--- src/rtl/capture_reload_timer_defs.vh ---
// constants for the capture/reload timer
`ifndef CAPTURE_RELOAD_TIMER_DEFS_VH
`define CAPTURE_RELOAD_TIMER_DEFS_VH
`define CRT_ADDR_CTRL 4'h0
`define CRT_ADDR_MODE 4'h1
`define CRT_ADDR_CNT_LOW 4'h2
`define CRT_ADDR_CNT_HIGH 4'h3
`define CRT_ADDR_CAP_LOW 4'h4
`define CRT_ADDR_CAP_HIGH 4'h5
`define CRT_ADDR_CLKCTL 4'h6
`define CRT_CTRL_OVF 7
`define CRT_CTRL_EXT 6
`define CRT_CTRL_RXSEL 5
`define CRT_CTRL_TXSEL 4
`define CRT_CTRL_EXEN 3
`define CRT_CTRL_RUN 2
`define CRT_CTRL_CNTSEL 1
`define CRT_CTRL_CAPSEL 0
`define CRT_MODE_UPDN 0
`define CRT_MODE_CKOE 1
`define CRT_CLKCTL_X2 0
`define CRT_RESET_BYTE 8'h00
`define CRT_DIV_TIMER 4'h6
`define CRT_DIV_CLKOUT 4'h2
`define CRT_COUNT_MAX 16'hFFFF
`endif

--- src/rtl/capture_reload_timer.v ---
// 16-bit capture / auto-reload / baud / clock-out timer with a plain register port
`timescale 1ns/1ps
`include "capture_reload_timer_defs.vh"
module capture_reload_timer (
  input wire clk,
  input wire rst,
  input wire [3:0] addr,
  input wire [7:0] wdata,
  input wire wr,
  input wire rd,
  output reg [7:0] rdata,
  input wire count_clock_pin_in,
  output reg count_clock_pin_out,
  output reg count_clock_pin_oe,
  input wire trigger_pin,
  output reg irq,
  output reg rx_baud_tick,
  output reg tx_baud_tick
);
  reg [7:0] control;
  reg up_down_enable;
  reg clock_out_enable;
  reg double_speed_select;
  reg [7:0] count_low_byte;
  reg [7:0] count_high_byte;
  reg [7:0] capture_reload_low;
  reg [7:0] capture_reload_high;
  reg [1:0] trig_sync;
  reg trig_prev;
  reg [1:0] cnt_sync;
  reg cnt_prev;
  reg [3:0] presc;
  reg xtal_phase;
  reg next_ovf;
  reg next_ext;
  reg [15:0] next_count;
  reg [15:0] next_cap;
  reg tick;
  reg wrap;
  wire overflow_flag = control[`CRT_CTRL_OVF];
  wire external_flag = control[`CRT_CTRL_EXT];
  wire rx_clock_select = control[`CRT_CTRL_RXSEL];
  wire tx_clock_select = control[`CRT_CTRL_TXSEL];
  wire external_enable = control[`CRT_CTRL_EXEN];
  wire run_control = control[`CRT_CTRL_RUN];
  wire counter_select = control[`CRT_CTRL_CNTSEL];
  wire capture_reload_select = control[`CRT_CTRL_CAPSEL];
  wire [15:0] count = {count_high_byte, count_low_byte};
  wire [15:0] reload = {capture_reload_high, capture_reload_low};
  wire baud_mode = rx_clock_select | tx_clock_select;
  wire capture_mode = !baud_mode && capture_reload_select;
  wire reload_mode = !baud_mode && !capture_reload_select;
  wire clkout_mode = clock_out_enable && !counter_select;
  wire trig_fall = trig_prev && !trig_sync[1];
  wire cnt_fall = cnt_prev && !cnt_sync[1];
  wire updown = reload_mode && up_down_enable && !clkout_mode;
  wire [3:0] div = clkout_mode ? `CRT_DIV_CLKOUT : `CRT_DIV_TIMER;
  // the clk input stands for the crystal; standard mode halves it to form the oscillator
  wire osc_en = double_speed_select | xtal_phase;
  wire presc_done = osc_en && (presc == div - 4'h1);

  always @*
  begin
    tick = 1'b0;
    if (run_control)
    begin
      if (counter_select && !clkout_mode)
        tick = cnt_fall;
      else
        tick = presc_done;
    end
  end

  always @*
  begin
    next_ovf = overflow_flag;
    next_ext = external_flag;
    next_count = count;
    next_cap = reload;
    wrap = 1'b0;
    // software writes first so hardware events below win over a clear
    if (wr && addr == `CRT_ADDR_CTRL)
    begin
      next_ovf = wdata[`CRT_CTRL_OVF];
      next_ext = wdata[`CRT_CTRL_EXT];
    end
    if (wr && addr == `CRT_ADDR_CNT_LOW)
      next_count[7:0] = wdata;
    if (wr && addr == `CRT_ADDR_CNT_HIGH)
      next_count[15:8] = wdata;
    if (wr && addr == `CRT_ADDR_CAP_LOW)
      next_cap[7:0] = wdata;
    if (wr && addr == `CRT_ADDR_CAP_HIGH)
      next_cap[15:8] = wdata;
    if (run_control)
    begin
      if (tick)
      begin
        if (updown && !trig_sync[1])
        begin
          if (count == reload)
          begin
            next_count = `CRT_COUNT_MAX;
            next_ovf = 1'b1;
            wrap = 1'b1;
          end
          else
            next_count = count - 16'h0001;
        end
        else if (count == `CRT_COUNT_MAX)
        begin
          wrap = 1'b1;
          if (capture_mode && !clkout_mode)
            next_count = 16'h0000;
          else
            next_count = reload;
          if (!baud_mode && !clkout_mode)
            next_ovf = 1'b1;
        end
        else
          next_count = count + 16'h0001;
      end
      if (updown && wrap)
        next_ext = !external_flag;
      else if (external_enable && trig_fall && !updown && !baud_mode)
      begin
        next_ext = 1'b1;
        if (capture_mode)
          next_cap = count;
        else if (!wrap)
          next_count = reload;
      end
    end
  end

  always @(posedge clk)
  begin
    if (rst)
    begin
      control <= `CRT_RESET_BYTE;
      up_down_enable <= 1'b0;
      clock_out_enable <= 1'b0;
      double_speed_select <= 1'b0;
      count_low_byte <= `CRT_RESET_BYTE;
      count_high_byte <= `CRT_RESET_BYTE;
      capture_reload_low <= `CRT_RESET_BYTE;
      capture_reload_high <= `CRT_RESET_BYTE;
      trig_sync <= 2'b11;
      trig_prev <= 1'b1;
      cnt_sync <= 2'b11;
      cnt_prev <= 1'b1;
      presc <= 4'h0;
      xtal_phase <= 1'b0;
      rdata <= 8'h00;
      irq <= 1'b0;
      rx_baud_tick <= 1'b0;
      tx_baud_tick <= 1'b0;
      count_clock_pin_out <= 1'b0;
      count_clock_pin_oe <= 1'b0;
    end
    else
    begin
      trig_sync <= {trig_sync[0], trigger_pin};
      trig_prev <= trig_sync[1];
      cnt_sync <= {cnt_sync[0], count_clock_pin_in};
      cnt_prev <= cnt_sync[1];
      xtal_phase <= !xtal_phase;
      if (!run_control)
        presc <= 4'h0;
      else if (presc_done)
        presc <= 4'h0;
      else if (osc_en)
        presc <= presc + 4'h1;
      if (wr && addr == `CRT_ADDR_CTRL)
        control[5:0] <= wdata[5:0];
      control[`CRT_CTRL_OVF] <= next_ovf;
      control[`CRT_CTRL_EXT] <= next_ext;
      if (wr && addr == `CRT_ADDR_MODE)
      begin
        up_down_enable <= wdata[`CRT_MODE_UPDN];
        clock_out_enable <= wdata[`CRT_MODE_CKOE];
      end
      if (wr && addr == `CRT_ADDR_CLKCTL)
        double_speed_select <= wdata[`CRT_CLKCTL_X2];
      count_low_byte <= next_count[7:0];
      count_high_byte <= next_count[15:8];
      capture_reload_low <= next_cap[7:0];
      capture_reload_high <= next_cap[15:8];
      rx_baud_tick <= wrap && rx_clock_select;
      tx_baud_tick <= wrap && tx_clock_select;
      // toggle per overflow: half period = (65536-reload) ticks at osc/2
      count_clock_pin_oe <= clock_out_enable;
      if (!clock_out_enable)
        count_clock_pin_out <= 1'b0;
      else if (wrap && clkout_mode)
        count_clock_pin_out <= !count_clock_pin_out;
      // up/down toggling of the external flag must not request an interrupt
      irq <= next_ovf | (next_ext & !updown);
      rdata <= 8'h00;
      if (rd)
      begin
        case (addr)
          `CRT_ADDR_CTRL: rdata <= control;
          `CRT_ADDR_MODE: rdata <= {6'h00, clock_out_enable, up_down_enable};
          `CRT_ADDR_CNT_LOW: rdata <= count_low_byte;
          `CRT_ADDR_CNT_HIGH: rdata <= count_high_byte;
          `CRT_ADDR_CAP_LOW: rdata <= capture_reload_low;
          `CRT_ADDR_CAP_HIGH: rdata <= capture_reload_high;
          `CRT_ADDR_CLKCTL: rdata <= {7'h00, double_speed_select};
          default: rdata <= 8'h00;
        endcase
      end
    end
  end
endmodule // capture_reload_timer

--- config.mk ---
export PLATFORM = sky130hd
export DESIGN_NAME = capture_reload_timer
export DESIGN_NICKNAME = d
export VERILOG_FILES = /design/src/rtl/capture_reload_timer.v
export VERILOG_INCLUDE_DIRS = /design/src /design/src/rtl
export SDC_FILE = /design/constraint.sdc
export NUM_CORES = 1
export LEC_CHECK = 0
export ABC_AREA = 1
export BUFFER_PORTS_ARGS = -buffer_cell sky130_fd_sc_hd__clkbuf_2
export CAP_MARGIN = 20
export CORE_MARGIN = 5
export CORE_UTILIZATION = 65
export DETAILED_ROUTE_END_ITERATION = 10
export PLACE_DENSITY = 0.87
export SYNTH_ARGS = -nofsm -noshare
export SYNTH_HDL_FRONTEND = slang
export SYNTH_SLANG_ARGS = --single-unit
--- constraint.sdc ---
create_clock -name clk -period 4.3 [get_ports clk]
set_input_delay 0.86 -clock clk [delete_from_list [all_inputs] [get_ports clk]]
set_output_delay 0.86 -clock clk [all_outputs]
set_load 0.005 [all_outputs]
==> summary.md, run 1 <==
| Metric | Value |
|---|---|
| Critical Path Max Stage Delay | `about 890 ps` |
| Setup_tns | `0 ps` |
| Leak Pwr | `2.30 nW` |
| Status | `completed` |
| Syn-to-layout area delta | `5.63%` |
| Achievable Freq | `331 MHz` |
| Final #Nets | `840` |
| Final worst path period need | `3020 ps` |
| Total global routing overflow | `0` |
| PortBufs | `30` |
| Hold WS | `413 ps` |
| Placed insts | `906` |
| Setup crit end kind | `register` |
| Fraction of layout cells with a size suffix above 1 | `11.7%` |
| Syn avg cell area | `~6.0 µm²` |
| Fin. max-slew vios | `0` |
| Slew headroom | `25.9%` |
| Row count | `31` |
| Via count | `5,876` |
| Core Util, Final | `70.8%` |
| Vias in the first global route | `5,496` |
| Die width | `96.7 µm` |
| Clk slew on worst S/H paths | `~100 ps` |
| Die H | `approximately 97 µm` |
| H-tree Lvls | `3` |
| Post-synth top area share | `27.4%` |
| Sequential-to-total area share from yosys stat | `27.4%` |
| Post-DP HPWL | `12,700 µm` |
| Gpl congestion | `1.11` |
| Syn Nets | `about 840` |
| Postcts setup bufs | `0` |
| Largest net degree at the start of global routing | `33` |
| Area leader, netlist | `dfxtp_1` |
| CTS sink cnt | `67` |
| Die area | `9350 µm²` |
| Final routed DRC violation total | `0` |
| Distinct cell type count after synthesis | `37` |
| Place WS | `1430 ps` |
| All-layer global routing usage | `a little under two fifths` |
| Number of synthesized register bits | `67` |
| Syn Inst Count | `814` |
| Clk buf depth | `2` |
| 1st-iter DRT viols | `between 900 and 1,000` |
| Final Instance Area | `between 5000 and 6000 µm²` |
| Clock Latency Late Sink | `370 ps` |
| Core area | `7290 µm²` |
| Post-Route WL | `17,700 µm` |
| Initial antenna violation count | `0` |
| CP Class | `reg2reg` |
| Power per cell area | `around 270 nW/µm²` |
| Via density per instance | `around 6.4` |
| Ant diodes | `0` |
| CTS Hold Buffers Added | `0` |
| DRT antenna net count | `0` |
| Pre-antenna DRT Iters | `8` |
| CP top delay family | `simple AND/OR/NAND/NOR gates` |
| Worst vdd ir | `0.136 mV` |
| Multi-input combinational cell area | `around 3000 µm²` |
| First-pass GRT wire length | `28,400 µm` |
| Synth Cell Area | `4890 µm²` |
| Worst slew pin tran | `1110 ps` |
| CTS tree | `yes` |
| Fin crit share | `70.2%` |
| Fill count | `slightly below 700` |
| Num CTS Buffers | `9` |
| Worst hold path type | `reg2reg` |
| WL per Instance | `19.2 µm` |
| Startpoint types | `register` |
| Starting density of the core | `around 67%` |
| I/O Pins | `31` |
| Hold Fails Final Rpt | `0` |
| WP buf/inv | `1` |
| CP max FO | `23` |
| Setup violators final | `0` |
| Arrival time of the worst setup path | `3240 ps` |
| RSZ-0062 raised after global routing | `no` |
| Non-Filler Instances | `922` |
| Setup slack after layout | `1280 ps` |
| Post-DP Area | `4960 µm²` |
| Post-CTS resize count | `0` |
| Power Total | `~1.4 mW` |
| Sequential Area | `1340 µm²` |
| WP data required | `4520 ps` |
| Clk_skew | `18.5 ps` |
| Critical-path top delay cell | `dfxtp_1` |
| Synth warn | `0` |
| Crit-path cells | `nand3_2 > inv_2 > nand3_4 > nand2_2 > nand3_1 > nand2_1 > a21oi_1` |
| Root Buffer | `clkbuf_8` |
| Synth top area cells | `dfxtp_1 27%, nand2_1 20%, nand3_1 9.7%, inv_1 5.4%, o21ai_0 5.3%` |
| Max-Cap Viols | `0` |
==> per-layer routing <==
| layer | track usage, % | wire length (µm) |
|---|---|---|
| met2 | 56.8 | 7510 |
| met3 | 11.9 | 2610 |
| met4 | 21.4 | 1160 |
| met5 | 0 | 0 |
| met1 | 46.5 | 6450 |
==> sequential cells by signal, summed over array words and instances (netlist names), 2 cells and up <==
name / flops
count_high_byte: 8
capture_reload_low: 8
cnt_sync: 2
control: 8
trig_sync: 2
presc: 4
rdata: 8
count_low_byte: 8
capture_reload_high: 8
==> cells in the mapped netlist <==
cell	number
nor2_2	6
o21a_1	1
o22ai_1	15
a21oi_2	1
nand2_1	255
xnor2_1	2
buf_4	13
xor2_1	14
nor3_1	4
nand4_4	2
nand3_2	1
nor2_4	4
o221ai_1	2
inv_2	19
buf_6	2
a211oi_1	11
nor3_2	1
nand3b_1	5
nand3_1	95
inv_1	70
a21boi_0	1
nand3_4	1
o21ai_0	52
nand2_2	5
o21bai_2	1
a21oi_1	41
clkinv_1	1
ha_1	4
buf_2	7
a221oi_1	1
clkbuf_1	15
dfxtp_1	67
or2_2	9
nor2_1	68
a2111oi_0	1
nand4_1	11
o21ai_1	6
==> cell families after synthesis <==
family | synth area share [%]
AND/OR/NAND/NOR | 42.2
AO/OA/AOI/OAI | 15.2
buffers and inverters | 11.2
flip-flops | 27.4
XOR/XNOR | 2.87
adder cells (fa/ha/maj) | 1.02
==> layout make-up <==
type	instances	share of cell area, %
Multi-Input combinational cell	620	58.2
Sequential cell	67	26.0
Inverter	90	6.54
Timing Repair Buffer	30	2.91
Clock buffer	9	2.40
Tap cell	99	2.40
Clock inverter	7	1.60
==> path summary, 6_finish.rpt <==
kind / start / to / slack (ps) / cells past startpoint
min reg2reg: cnt_sync[0]$_SDFF_PP1_ / cnt_sync[1]$_SDFF_PP1_ / 410 / 1
max: control[2]$_SDFFE_PP0P_ / count_low_byte[2]$_SDFF_PP0_ / 1280 / 7
max reg2reg: control[2]$_SDFFE_PP0P_ / count_low_byte[2]$_SDFF_PP0_ / 1280 / 7
min: cnt_sync[0]$_SDFF_PP1_ / cnt_sync[1]$_SDFF_PP1_ / 410 / 1
==> worst register-to-register path, cell delays in order, from the launching register on <==
cell	delay [ps]
dfxtp_1	890
nand3_2	570
inv_2	440
nand3_4	300
nand2_2	390
nand3_1	140
nand2_1	100
a21oi_1	50
==> placed cells by master, fill, tap and decap left out, types with 2 or more instances in the layout <==
master / count
nand2_2: 5
nand3b_1: 5
o221ai_1: 2
inv_6: 3
xor2_1: 14
a21oi_1: 41
clkinvlp_4: 2
clkbuf_8: 9
nand3_1: 95
a211oi_1: 11
nor3_1: 4
nand4_1: 11
or2_2: 9
nor2_4: 4
nand2_1: 255
dfxtp_1: 67
inv_1: 70
o21ai_0: 52
inv_2: 19
nor2_2: 6
nor2_1: 68
xnor2_1: 2
ha_1: 4
nand4_4: 2
o21ai_1: 6
o22ai_1: 15
clkbuf_2: 30
==> where the power goes <==
group          total, mW  leakage [nW]  switching (mW)  internal, mW
combinational      0.167          1.65           0.117        0.0502
sequential         0.646         0.542          0.0159         0.630
clock              0.573        0.0988           0.295         0.278
No activity file was read; power rests on OpenSTA's default activity.
==> inputs of run 2 (changes only) <==
--- a/config.mk
+++ b/config.mk
@@ -6,13 +6,13 @@
 export SDC_FILE = /design/constraint.sdc
 export NUM_CORES = 1
 export LEC_CHECK = 0
-export ABC_AREA = 1
+export ABC_AREA = 0
 export BUFFER_PORTS_ARGS = -buffer_cell sky130_fd_sc_hd__clkbuf_2
 export CAP_MARGIN = 20
 export CORE_MARGIN = 5
-export CORE_UTILIZATION = 65
+export CORE_UTILIZATION = 61
 export DETAILED_ROUTE_END_ITERATION = 10
-export PLACE_DENSITY = 0.87
+export PLACE_DENSITY = 0.82
 export SYNTH_ARGS = -nofsm -noshare
 export SYNTH_HDL_FRONTEND = slang
 export SYNTH_SLANG_ARGS = --single-unit
==> constraint.sdc (replaced) <==
create_clock -name clk -period 2.8 [get_ports clk]
set_input_delay 0.56 -clock clk [delete_from_list [all_inputs] [get_ports clk]]
set_output_delay 0.56 -clock clk [all_outputs]
set_load 0.005 [all_outputs]
==> summary.md, run 2 <==
| Metric | Value |
|---|---|
| Logic pwr share | `8.7% (-3.4 points)` |
| Pre-antenna DRT Iters | `7 (-1)` |
| Final routed DRC violation total | `0 (unchanged)` |
| Via count | `4,515 (-23%)` |
| Die H | `94.5 µm (-2.3%)` |
| Fin. max-slew vios | `0 (unchanged)` |
| Critical-path top delay cell | `and2_0` |
| Final #Nets | `582 (-31%)` |
| I/O Pins | `31 (unchanged)` |
| Place WS | `333 ps (-1100 ps)` |
| Most common cell after layout, fill and taps aside | `dfxtp_1` |
| RSZ-0062 raised after global routing | `no` |
| Setup violators final | `0 (unchanged)` |
| Adder-cell share of the synthesized area | `1.15% (+0.13 points)` |
| Post-synth top area share | `30.8% (+3.4 points)` |
| Root Buffer | `clkbuf_8` |
| Row count | `30 (-3.2%)` |
| Startpoint types | `register` |
| Power per cell area | `431 nW/µm² (+60%)` |
| R2R setup slack | `250 ps (-1030 ps)` |
| Ys async rst share | `0% (unchanged)` |
| Syn-to-layout area delta | `13.5%` |
| Synth Cell Area | `4360 µm² (-11%)` |
| Total global routing overflow | `0 (unchanged)` |
| Clk slew on worst S/H paths | `90 ps (about the same)` |
| Endpoint of the worst-slack reg-to-reg timing path | `count_low_byte[2]$_SDFF_PP0_` |
| Vias in the first global route | `4,216 (-23%)` |
| Leak Pwr | `2.07 nW (-10%)` |
| Area leader, netlist | `dfxtp_1` |
| Setup_tns | `0 ps (unchanged)` |
| Commonest cells after routing, fill and taps aside | `67 x dfxtp_1, 47 x nand2_1, 42 x nor2_1` |
| Post-DP Area | `4710 µm² (-5.0%)` |
| Number of synthesized register bits | `67 (unchanged)` |
| Synth warn | `0 (unchanged)` |
| Hold WS | `373 ps (-40.7 ps)` |
| CTS tree | `yes` |
| Multi-input combinational cell area | `2770 µm² (-7.9%)` |
| Count leader, synth | `dfxtp_1` |
| CP max FO | `6 (-74%)` |
| Max-Cap Viols | `0 (unchanged)` |
| Main combinational cell family by area after synthesis | `simple AND/OR/NAND/NOR gates` |
| Crit-path cells | `ha_1 > nand3_1 > buf_4 > nor4_4 > and2_0 > a211oi_1 > a211o_1 > a221oi_1` |
| Critical Path Max Stage Delay | `440 ps (-450 ps)` |
| Xor-xnor portion of the synthesized cell area | `8.45% (+5.6 points)` |
| DRT antenna net count | `0 (unchanged)` |
| Worst vdd ir | `0.554 mV (+310%)` |
| H-tree Lvls | `3 (unchanged)` |
| Compound-gate portion of the synthesized area | `23.0% (+7.9 points)` |
| R2R depth | `8 (+1)` |
| Clock Latency Late Sink | `360 ps (about the same)` |
| Num CTS Buffers | `9 (unchanged)` |
| Clock share of power | `45.4% (+4.1 points)` |
| Core Util, Final | `71.9% (+1.2 points)` |
| Internal power | `1.58 mW (+65%)` |
| Post-CTS resize count | `0 (unchanged)` |
| Post-synthesis mux area share | `3.94% (+3.9 points)` |
| WL per Instance | `21.7 µm (+13%)` |
| Worst hold path endpoint | `cnt_sync[0]$_SDFF_PP1_` |
| Syn Inst Count | `526 (-35%)` |
| Hold Fails Final Rpt | `0 (unchanged)` |
| Synth cell count leaders | `67 x dfxtp_1, 47 x nand2_1, 42 x nor2_1` |
| Post-Route WL | `14,300 µm (-19%)` |
| First-pass GRT wire length | `22,600 µm (-20%)` |
| Fraction of layout cells with a size suffix above 1 | `21.1% (+9.4 points)` |
| Final worst path period need | `2550 ps (-473 ps)` |
| Starting density of the core | `63.4% (-3.6 points)` |
| PortBufs | `30 (unchanged)` |
| Fin crit share | `91.0% (+21 points)` |
| Worst slew pin tran | `732 ps (-375 ps)` |
| Status | `completed` |
| All-layer global routing usage | `33.4% (-4.1 points)` |
| Via density per instance | `6.83 (+7.2%)` |
| Achievable Freq | `392 MHz (+19%)` |
| Core area | `6870 µm² (-5.8%)` |
| Switch share | `25.8% (-5.1 points)` |
| Worst flop-to-flop path startpoint | `count_low_byte[0]$_SDFF_PP0_` |
| Sequential-to-total area share from yosys stat | `30.8% (+3.4 points)` |
| Distinct cell type count after synthesis | `80 (+120%)` |
| Postcts setup bufs | `0 (unchanged)` |
| CTS sink cnt | `67 (unchanged)` |
| Flop pwr share | `46.0% (-0.6 points)` |
| Die area | `8930 µm² (-4.5%)` |
| Sw Pwr | `0.548 mW (+28%)` |
| Die width | `94.5 µm (-2.3%)` |
| Worst hold path type | `in2reg` |
| Final Instance Area | `4940 µm² (-4.3%)` |
| Sequential Area | `1340 µm² (unchanged)` |
| Setup slack after layout | `252 ps (-1030 ps)` |
| Clk_skew | `12.1 ps (-6.35 ps)` |
| Syn avg cell area | `8.28 µm² (+38%)` |
| Fill count | `523 (-24%)` |
| Setup crit end kind | `register` |
| CP Class | `reg2reg` |
| Post-Synth Simple-Gate Area | `26.6% (-16 points)` |
| Post-DP HPWL | `10,400 µm (-18%)` |
| Worst Hold Depth | `2 (+1)` |
| WP data required | `3060 ps (-1460 ps)` |
| Clk buf depth | `2 (unchanged)` |
| Synth top area cells | `dfxtp_1 31%, xor2_1 5.4%, nand3_1 4.4%, a21oi_1 4.3%, nand2_1 4.1%` |
| 1st-iter DRT viols | `794 (-17%)` |
| Slew headroom | `51.2% (+25 points)` |
| Ant diodes | `0 (unchanged)` |
| Gpl congestion | `0.979 (-12%)` |
| Post-synth EDFFs | `0 (unchanged)` |
| Largest net degree at the start of global routing | `58 (+76%)` |
| HP Start | `count_clock_pin_in` |
| Arrival time of the worst setup path | `2810 ps (-430 ps)` |
| Most common flop cell mapped by yosys | `dfxtp_1` |
| CTS Hold Buffers Added | `0 (unchanged)` |
| Initial antenna violation count | `0 (unchanged)` |
| Syn Nets | `548 (-34%)` |
==> run 2: changes by cell type in the layout (fill, tap and decap cells not counted), sizes merged, moves of 34 or more <==
cell and change:
buf +41, inv -87, nand2 -213, nand3 -59
nor2 -34, o21ai -56
==> run 2: worst max-delay path by stage <==
stage / from / end / slack [ps]
finish: count_low_byte[0]$_SDFF_PP0_ / count_low_byte[2]$_SDFF_PP0_ / 250
global route: count_low_byte[0]$_SDFF_PP0_ / count_low_byte[2]$_SDFF_PP0_ / 90
CTS: count_low_byte[0]$_SDFF_PP0_ / count_low_byte[2]$_SDFF_PP0_ / 270
detailed placement: count_low_byte[0]$_SDFF_PP0_ / count_low_byte[2]$_SDFF_PP0_ / 330
global placement: count_low_byte[0]$_SDFF_PP0_ / count_low_byte[2]$_SDFF_PP0_ / 390
floorplan: addr[0] / count_low_byte[7]$_SDFF_PP0_ / 520
==> run 2: cell type report <==
type / instances / share of cell area [%]
clock inverter: 5 / 1.70
sequential: 67 / 27.1
multi-input combinational: 405 / 55.9
tap: 96 / 2.43
clock buffer: 11 / 3.06
timing repair buffer: 71 / 9.27
inverter: 6 / 0.456
==> run 2: kinds of logic after synthesis <==
family | Yosys count
xor+xnor | 42
flops | 67
compound gates | 131
simple gates | 211
buf+inv | 54
fa+ha+maj | 4
mux | 17
==> run 2: routing by layer <==
| metal | up-vias | GRT usage, % | wire length (µm) |
|---|---|---|---|
| met2 | 354 | 49.5 | 6180 |
| li1 | 2040 | - | - |
| met4 | 0 | 16.9 | 755 |
| met5 | - | 0 | 0 |
| met3 | 74 | 8.92 | 1740 |
| met1 | 2047 | 44.4 | 5670 |
==> run 2: critical path: cells and delay by family, from the launching register on <==
kind                       cells  cell delay (ps)
adders and majority gates      1              210
buffers and inverters          1              180
and+or+nand+nor                3              980
AOI/OAI and AO/OA              3              730
DFF                            1              350
==> run 2: power groups by stage <==
stage          sequential [mW]  clock, mW  combinational [mW]
6_report                 0.978      0.966               0.184
5_1_grt                  0.979       1.02               0.195
4_1_cts                  0.978      0.963               0.179
3_5_place_dp              1.00          0               0.177
3_3_place_gp             0.999          0               0.174
2_1_floorplan            0.994          0               0.118
==> run 2: through the flow <==
step / std cells / power (mW)
3_3_place_gp: 645 / 1.17
5_1_grt: 661 / 2.19
3_5_place_dp: 645 / 1.18
2_1_floorplan: 526 / 1.11
6_report: 661 / 2.13
4_1_cts: 661 / 2.12
